`src/logic/gpg_defines.vh`:
```
// How it works
// - each pin has a software direction bit, changeable at any time
// - reset makes all pins inputs and disables every pin interrupt
// - set and clear writes change only the selected output bits
// - one write updates the whole output value of a port
// - each pin has its own word: read gives level, write drives output
// - pin interrupts trigger on level, rising, falling or both edges
// - eight pin interrupt channels, each picks any pin as source
// - two group units combine enabled pins into one request each
// - any pin or combination of pins of each port may trigger a group
// - pins not owned by a peripheral are driven and sensed by this block
// - registers sit on a dedicated zero-wait slave port
// - only the address bits of the 16 kB window are decoded
`ifndef GPG_DEFINES_VH
`define GPG_DEFINES_VH

// ----------------------------------------------------------------
// sizes
// ----------------------------------------------------------------
`define GPG_NPIN 64
`define GPG_AW 14
`define GPG_NCHAN 8
`define GPG_NGRP 2

// ----------------------------------------------------------------
// register offsets, byte addresses inside the window
// ----------------------------------------------------------------
`define GPG_PIN_PAGE 6'h10
`define GPG_DIR0 14'h2000
`define GPG_DIR1 14'h2004
`define GPG_OUT0 14'h2100
`define GPG_OUT1 14'h2104
`define GPG_LVL0 14'h2200
`define GPG_LVL1 14'h2204
`define GPG_SET0 14'h2300
`define GPG_SET1 14'h2304
`define GPG_CLR0 14'h2380
`define GPG_CLR1 14'h2384
`define GPG_PINT_PAGE 9'h180
`define GPG_STAT 14'h3040
`define GPG_STCLR 14'h3044
`define GPG_IEN 14'h3048
`define GPG_GRP_PAGE 9'h188

// ----------------------------------------------------------------
// fields and reset values
// ----------------------------------------------------------------
`define GPG_CFG_SEL_HI 5
`define GPG_CFG_EN 8
`define GPG_CFG_LVL 9
`define GPG_CFG_RISE 10
`define GPG_CFG_FALL 11
`define GPG_CFG_W 12
`define GPG_CFG_RST 12'h000
`define GPG_NSTAT 10
`define GPG_STAT_RST 10'h000
`define GPG_WORD_RST 32'h0000_0000
`define GPG_PIN_RST 64'h0000_0000_0000_0000

`endif

```
`src/logic/gpg_pint_chan.v`:
```
`timescale 1ns/1ps
`include "gpg_defines.vh"
module gpg_pint_chan
(
   // clock and reset
   input wire clk,
   input wire rst_b,
   // source pin and configuration
   input wire lvl,
   input wire [`GPG_CFG_W-1:0] cfg,
   // flag handling
   input wire clr,
   output wire flag
);

   reg prev_ff;
   reg flag_ff;
   reg set;
   reg nxt_flag;

   wire en = cfg[`GPG_CFG_EN];
   wire rise = cfg[`GPG_CFG_RISE];
   wire fall = cfg[`GPG_CFG_FALL];

   always @*
   begin
      set = 1'b0;
      if (en)
      begin
         if (cfg[`GPG_CFG_LVL])
            set = (rise & lvl) | (fall & ~lvl);
         else
            set = (rise & lvl & ~prev_ff) | (fall & ~lvl & prev_ff);
      end
      // set wins over a clear in the same cycle
      nxt_flag = set | (flag_ff & ~clr);
   end

   always @(posedge clk)
   begin
      if (!rst_b)
      begin
         prev_ff <= 1'b0;
         flag_ff <= 1'b0;
      end
      else
      begin
         prev_ff <= lvl;
         flag_ff <= nxt_flag;
      end
   end

   assign flag = flag_ff;

endmodule

```
`src/logic/gpg_sync.v`:
```
`timescale 1ns/1ps
// two-flop synchroniser; stage one feeds only stage two
module gpg_sync
#(
   parameter W = 64
)
(
   // clock and reset
   input wire clk,
   input wire rst_b,
   // data
   input wire [W-1:0] d,
   output wire [W-1:0] q
);

   reg [W-1:0] meta_ff;
   reg [W-1:0] sync_ff;

   always @(posedge clk)
   begin
      if (!rst_b)
      begin
         meta_ff <= {W{1'b0}};
         sync_ff <= {W{1'b0}};
      end
      else
      begin
         meta_ff <= d;
         sync_ff <= meta_ff;
      end
   end

   assign q = sync_ff;

endmodule

```
`src/logic/gpg_top.v`:
```
// Chosen here: the address map and the strobed register port.
`timescale 1ns/1ps
`include "gpg_defines.vh"
module gpg_top
(
   // clock and reset
   input wire clk,
   input wire rst_b,
   // register port
   input wire [`GPG_AW-1:0] addr,
   input wire [31:0] wdata,
   input wire wr,
   input wire rd,
   output wire [31:0] rdata,
   // pins
   input wire [`GPG_NPIN-1:0] pad_in,
   input wire [`GPG_NPIN-1:0] periph_own,
   output wire [`GPG_NPIN-1:0] pad_out,
   output wire [`GPG_NPIN-1:0] pad_oe_b,
   // interrupts
   output wire [`GPG_NCHAN-1:0] pint_irq,
   output wire [`GPG_NGRP-1:0] grp_irq,
   output wire irq
);

   // ----------------------------------------------------------------
   // state
   // ----------------------------------------------------------------
   reg [`GPG_NPIN-1:0] dir_ff;
   reg [`GPG_NPIN-1:0] nxt_dir;
   reg [`GPG_NPIN-1:0] out_ff;
   reg [`GPG_NPIN-1:0] nxt_out;
   reg [`GPG_NSTAT-1:0] ien_ff;
   reg [`GPG_NSTAT-1:0] nxt_ien;
   reg [31:0] rdata_ff;
   reg [31:0] nxt_rdata;

   wire [`GPG_NPIN-1:0] lvl;
   wire [`GPG_NCHAN-1:0] pint_flag;
   wire [`GPG_NGRP-1:0] grp_flag;
   wire [`GPG_NSTAT-1:0] stat;
   wire [`GPG_NSTAT-1:0] stat_clr;
   wire [`GPG_CFG_W*`GPG_NCHAN-1:0] cfg_flat;
   wire [32*`GPG_NGRP-1:0] grp_ctrl_rd;
   wire [32*`GPG_NGRP-1:0] grp_hit_rd;

   // only the window bits reach the decoder
   wire pin_page = (addr[13:8] == `GPG_PIN_PAGE);
   wire [5:0] pin_idx = addr[7:2];
   wire pint_page = (addr[13:5] == `GPG_PINT_PAGE);
   wire [2:0] pint_idx = addr[4:2];

   // ----------------------------------------------------------------
   // input synchroniser
   // ----------------------------------------------------------------
   // all sensing below sees only the second stage
   gpg_sync #(.W(`GPG_NPIN)) u_sync
   (
      .clk(clk),
      .rst_b(rst_b),
      .d(pad_in),
      .q(lvl)
   );

   // ----------------------------------------------------------------
   // pin drive
   // ----------------------------------------------------------------
   // a pin owned by a peripheral is released so its function wins
   assign pad_out = out_ff;
   assign pad_oe_b = ~(dir_ff & ~periph_own);

   // ----------------------------------------------------------------
   // direction and output registers
   // ----------------------------------------------------------------
   always @*
   begin
      nxt_dir = dir_ff;
      nxt_out = out_ff;
      nxt_ien = ien_ff;
      if (wr)
      begin
         case (addr)
            `GPG_DIR0: nxt_dir[31:0] = wdata;
            `GPG_DIR1: nxt_dir[63:32] = wdata;
            `GPG_OUT0: nxt_out[31:0] = wdata;
            `GPG_OUT1: nxt_out[63:32] = wdata;
            `GPG_SET0: nxt_out[31:0] = out_ff[31:0] | wdata;
            `GPG_SET1: nxt_out[63:32] = out_ff[63:32] | wdata;
            `GPG_CLR0: nxt_out[31:0] = out_ff[31:0] & ~wdata;
            `GPG_CLR1: nxt_out[63:32] = out_ff[63:32] & ~wdata;
            `GPG_IEN: nxt_ien = wdata[`GPG_NSTAT-1:0];
            default:
            begin
               if (pin_page)
                  nxt_out[pin_idx] = wdata[0];
            end
         endcase
      end
   end

   always @(posedge clk)
   begin
      if (!rst_b)
      begin
         dir_ff <= `GPG_PIN_RST;
         out_ff <= `GPG_PIN_RST;
         ien_ff <= `GPG_STAT_RST;
      end
      else
      begin
         dir_ff <= nxt_dir;
         out_ff <= nxt_out;
         ien_ff <= nxt_ien;
      end
   end

   // ----------------------------------------------------------------
   // interrupt status
   // ----------------------------------------------------------------
   assign stat = {grp_flag, pint_flag};
   assign stat_clr = (wr && addr == `GPG_STCLR) ? wdata[`GPG_NSTAT-1:0] : `GPG_STAT_RST;
   assign irq = |(stat & ien_ff);
   assign pint_irq = pint_flag;
   assign grp_irq = grp_flag;

   // ----------------------------------------------------------------
   // pin interrupt channels
   // ----------------------------------------------------------------
   genvar c;
   generate
      for (c = 0; c < `GPG_NCHAN; c = c + 1)
      begin : g_chan
         reg [`GPG_CFG_W-1:0] cfg_ff;
         wire [5:0] sel = cfg_ff[`GPG_CFG_SEL_HI:0];

         always @(posedge clk)
         begin
            if (!rst_b)
               cfg_ff <= `GPG_CFG_RST;
            else if (wr && pint_page && pint_idx == c)
               cfg_ff <= wdata[`GPG_CFG_W-1:0];
         end

         assign cfg_flat[c*`GPG_CFG_W +: `GPG_CFG_W] = cfg_ff;

         gpg_pint_chan u_chan
         (
            .clk(clk),
            .rst_b(rst_b),
            .lvl(lvl[sel]),
            .cfg(cfg_ff),
            .clr(stat_clr[c]),
            .flag(pint_flag[c])
         );
      end
   endgenerate

   // ----------------------------------------------------------------
   // group interrupt units
   // ----------------------------------------------------------------
   // the combined condition is edge-caught so a long level gives one event
   genvar g;
   generate
      for (g = 0; g < `GPG_NGRP; g = g + 1)
      begin : g_grp
         reg and_ff;
         reg [`GPG_NPIN-1:0] ena_ff;
         reg [`GPG_NPIN-1:0] pol_ff;
         reg cond_ff;
         reg flag_ff;
         wire sel_grp = (addr[13:5] == `GPG_GRP_PAGE + g);
         wire [`GPG_NPIN-1:0] match = ~(lvl ^ pol_ff);
         wire any_hit = |(ena_ff & match);
         wire all_hit = (|ena_ff) & (&(match | ~ena_ff));
         wire cond = and_ff ? all_hit : any_hit;
         wire nxt_flag = (cond & ~cond_ff) | (flag_ff & ~stat_clr[`GPG_NCHAN+g]);

         always @(posedge clk)
         begin
            if (!rst_b)
            begin
               and_ff <= 1'b0;
               ena_ff <= `GPG_PIN_RST;
               pol_ff <= `GPG_PIN_RST;
               cond_ff <= 1'b0;
               flag_ff <= 1'b0;
            end
            else
            begin
               cond_ff <= cond;
               flag_ff <= nxt_flag;
               if (wr && sel_grp)
               begin
                  case (addr[4:2])
                     3'h0: and_ff <= wdata[0];
                     3'h1: ena_ff[31:0] <= wdata;
                     3'h2: ena_ff[63:32] <= wdata;
                     3'h3: pol_ff[31:0] <= wdata;
                     3'h4: pol_ff[63:32] <= wdata;
                     default: and_ff <= and_ff;
                  endcase
               end
            end
         end

         assign grp_flag[g] = flag_ff;
         assign grp_hit_rd[g*32 +: 32] = {31'h0000_0000, sel_grp};
         assign grp_ctrl_rd[g*32 +: 32] =
            (addr[4:2] == 3'h0) ? {31'h0000_0000, and_ff} :
            (addr[4:2] == 3'h1) ? ena_ff[31:0] :
            (addr[4:2] == 3'h2) ? ena_ff[63:32] :
            (addr[4:2] == 3'h3) ? pol_ff[31:0] :
            (addr[4:2] == 3'h4) ? pol_ff[63:32] : `GPG_WORD_RST;
      end
   endgenerate

   // ----------------------------------------------------------------
   // read path
   // ----------------------------------------------------------------
   // data is registered so it stands in the cycle after the strobe only
   always @*
   begin
      nxt_rdata = `GPG_WORD_RST;
      if (rd)
      begin
         case (addr)
            `GPG_DIR0: nxt_rdata = dir_ff[31:0];
            `GPG_DIR1: nxt_rdata = dir_ff[63:32];
            `GPG_OUT0: nxt_rdata = out_ff[31:0];
            `GPG_OUT1: nxt_rdata = out_ff[63:32];
            `GPG_LVL0: nxt_rdata = lvl[31:0];
            `GPG_LVL1: nxt_rdata = lvl[63:32];
            `GPG_STAT: nxt_rdata = {22'h00_0000, stat};
            `GPG_IEN: nxt_rdata = {22'h00_0000, ien_ff};
            default:
            begin
               if (pin_page)
                  nxt_rdata = {31'h0000_0000, lvl[pin_idx]};
               else if (pint_page)
                  nxt_rdata = {20'h0_0000, cfg_flat[pint_idx*`GPG_CFG_W +: `GPG_CFG_W]};
               else if (grp_hit_rd[0])
                  nxt_rdata = grp_ctrl_rd[31:0];
               else if (grp_hit_rd[32])
                  nxt_rdata = grp_ctrl_rd[63:32];
            end
         endcase
      end
   end

   always @(posedge clk)
   begin
      if (!rst_b)
         rdata_ff <= `GPG_WORD_RST;
      else
         rdata_ff <= nxt_rdata;
   end

   assign rdata = rdata_ff;

endmodule

```
`config.mk`:
```
export PLATFORM = sky130hd
export DESIGN_NAME = gpg_top
export DESIGN_NICKNAME = d
export VERILOG_FILES = /design/src/logic/gpg_pint_chan.v /design/src/logic/gpg_sync.v /design/src/logic/gpg_top.v
export VERILOG_INCLUDE_DIRS = /design/src /design/src/logic
export SDC_FILE = /design/constraint.sdc
export NUM_CORES = 2
export LEC_CHECK = 0
export ABC_CLOCK_PERIOD_IN_PS = 2880
export BUFFER_PORTS_ARGS = -buffer_cell sky130_fd_sc_hd__buf_2
export CORE_UTILIZATION = 37
export DETAILED_ROUTE_END_ITERATION = 16
export SLEW_MARGIN = 20
export SYNTH_ARGS = -nofsm -noshare
export SYNTH_HDL_FRONTEND = slang
export SYNTH_HIERARCHICAL = 1
export SYNTH_SLANG_ARGS = --single-unit
```
`constraint.sdc`:
```
create_clock -name clk -period 2.88 [get_ports clk]
set_input_delay 0.144 -clock clk [delete_from_list [all_inputs] [get_ports clk]]
set_output_delay 0.144 -clock clk [all_outputs]
set_load 0.1 [all_outputs]
```
==> out/qor.yml <==
setup_path:
  r2r-end: "g_grp[1].flag_ff"
  worstSetupEndpointType: "flop"
  cp_slowest_cell: "or4_1"
  r2r_cells: 6
  cp_cell_sequence: "xnor2_1 -> o22ai_1 -> or4_1 -> or3_1 -> or4_1 -> o311ai_1"
  cp_common_cell: "or4_1"
  crit_required_ns: 3.44
  worstSetupStartpointType: "flop"
  critPathKind: "flop to flop"
  setup.worst_path.end: "g_grp[1].flag_ff"
  cp_max_fo: 3
  crit_start: "u_sync/q[13]"
  slowest_delay_ns: 0.62
  reg2reg_slack_ns: 0.04
  worstPathArrival_ns: 3.40
  rr_startpoint: "u_sync/q[13]"
timing:
  setup_viol: 0
  fmax_mhz: 352
  skew_ns: 0.0337
  slew_violations: 0
  rsz0062_at_grt: "no"
  hold_viol: 0
  fin_setup_tns_ns: 0
  period_share_pct: 98.8
  whs_ns: 0.0696
  fin_crit_ns: 2.84
  tightest_slew_ns: 1.15
  relSlewSlack_pct: 23.2
routing:
  wl_per_cell_um: 31.4
  drc: 0
  drt_wl_total_um: 196000
  drtIter0Drc: 6184
  vias: 39200
  ant_nets: 0
  routed_via_density: 6.26
  first_pass_iters: 9
final_layout:
  syn_to_final_growth_pct: 23.3
  fin_area_um2: 45300
  fin_nets: 5089
  layout-drive-gt1-share_pct: 22.1
  fillers: 9637
floorplanning:
  die_area_um2: 101000
  start_util_pct: 37.4
  core_area_um2: 98400
  num_io_pins: 349
  rows: 115
  die_w_um: 317
  die_h_um: 317
grt:
  grt_pass1_vias: 35600
  antenna_found_initial: 10
  grt_util_all_layers_pct: 38.0
  grt_max_degree: 142
  grt_pass1_wl_um: 272000
  grt_overflow_total: 0
logic_synthesis:
  synth.top_cell.area_share_pct: 36.6
  async_flop_share_pct: 0
  seq_area_frac_synth_pct: 36.6
  ys_warn_count: 6
  avgSynthCellArea_um2: 8.18
  ys_ff_latch: 672
  synthFlopType: "dfxtp_1"
  syn-num-nets: 4672
  yosysMostFrequentCell: "nand2_1"
  syn_area_um2: 36800
  synth_largest_area_cell: "dfxtp_1"
  synth_edf_count: 0
  synthTopCellsByArea: "dfxtp_1 (37%), mux4_2 (13%), nand2_1 (12%)"
  synthDistinctLibCells: 75
  ys_top_cells_by_count: "nand2_1 (1146), dfxtp_1 (672), a21oi_1 (583), clkbuf_1 (364), mux4_2 (208)"
  syn_inst: 4494
clocking:
  cts.htree.levels: 3
  cts.clk_slew.worst_paths_ns: 0.06
  cts_setup_buffers: 0
  clk_latency_ns: 0.68
  cts_buffer_depth: 3
  cts_made_buffers: 80
  cts_tree: "built"
  clock_sinks: 672
  cts-root-buf: "clkbuf_16"
place:
  port_buffers: 348
  dpl_cell_area_um2: 41700
  dp_hpwl_um: 143000
  gp_congestion: 1.08
power:
  power_density_nw_per_um2: 485
  ir_worst_vdd_uv: 416
  cellLeakagePower_nw: 15.1
hold_path:
  hp-class: "input port to flop"
flow_run:
  drv_cap: 0
outcome:
  outcome: "complete, no violations"
final cells by class:
cell class                 instances  area [µm²]  share of cell area (%)
tap                             1287        1610                    3.55
clock buffer                     116        2360                    5.21
inverter                         145         552                    1.22
timing repair buffer             781        5970                    13.2
multi-input combinational       3231       21100                    46.5
antenna                            5        12.5                  0.0276
clock inverter                    27         304                   0.671
sequential                       672       13500                    29.7
critical path: cells and delay by family, from the launching register on:
kind,cells,cell delay (ns)
simple gates,3,1.54
compound gates,2,0.43
flops,1,0.41
xor+xnor,1,0.36
cells in the final DEF, fill, tap and decap left out, types with 28 or more instances in the layout:
cell type,count
clkbuf_16,82
nand2b_1,65
a31oi_1,28
nand3_1,35
a221oi_1,56
mux4_2,208
a22oi_1,70
a21oi_1,583
dlygate4sd3_1,93
nand2_1,1146
o22ai_1,96
nor2_1,69
dfxtp_1,671
nor4_1,47
xnor2_1,126
mux2i_1,36
buf_4,283
inv_1,143
buf_2,345
a211oi_1,33
o21ai_0,116
and2_1,126
buf_12,59
a22o_1,42
logic make-up after synthesis:
kind of cell	after synthesis	share of synthesized area, %
multiplexers	245	13.7
buffers and inverters	591	6.48
AO/OA/AOI/OAI	1202	20.1
XOR/XNOR	128	3.05
AND/OR/NAND/NOR	1656	20.0
flip-flops	672	36.6
stage by stage:
stage | std cells | power (mW) | utilization, % | setup slack (ns)
final | 6264 | 22.0 | 46.1 | 0.0358
after global routing | 6259 | 22.5 | 46.0 | 0.0107
after CTS | 6259 | 21.9 | 46.0 | 0.0433
after detailed placement | 6023 | 11.5 | 42.4 | -0.0287
after floorplan | 4494 | 10.5 | - | 0.124
after global placement | 6023 | 11.4 | 42.4 | -0.0240
state kept, by name, summed over array words and instances, names as in the netlist, named ones only:
register and count:
g_grp.and_ff 2, g_chan.u_chan/prev_ff 8, g_chan.u_chan/flag 8, g_chan.cfg_ff 96
g_grp.pol_ff 128, ien_ff 10, u_sync/meta_ff 64, g_grp.flag_ff 2
rdata 32, dir_ff 64, g_grp.cond_ff 2, u_sync/q 64
g_grp.ena_ff 128
power breakdown:
part | leakage, nW | switching (mW) | total (mW) | internal, mW
registers | 5.44 | 0.0967 | 9.48 | 9.38
logic | 8.35 | 1.29 | 1.98 | 0.696
clock network | 1.31 | 4.38 | 10.5 | 6.14
layer usage:
| layer | track usage [%] | wire [µm] | vias to the layer above |
|---|---|---|---|
| met2 | 54.6 | 81200 | 3240 |
| met3 | 13.2 | 27500 | 697 |
| li1 | - | - | 16600 |
| met1 | 48.7 | 73500 | 18600 |
| met5 | 0.0947 | 56 | - |
| met4 | 22.8 | 14200 | 10 |
repair_timing:
item,4_1_cts,5_1_grt
resized for setup,1,2
endpoints found under the setup margin,1,2
hold buffers,93,0
endpoints found under the hold margin,317,0
worst min path at each step:
stage / from / to / slack, ns / depth (start not counted)
6_report: wdata[6] / g_grp[1].ena_ff[6] / 0.07 / 3
5_1_grt: wdata[6] / g_grp[1].ena_ff[6] / 0.06 / 3
4_1_cts: wdata[6] / g_grp[1].pol_ff[6] / 0.008 / 3
3_5_place_dp: pad_in[0] / u_sync/meta_ff[0] / 0.35 / 2
3_3_place_gp: pad_in[26] / u_sync/meta_ff[26] / 0.35 / 2
2_1_floorplan: pad_in[0] / u_sync/meta_ff[0] / 0.27 / 1
(Power assumes the default switching activity.)
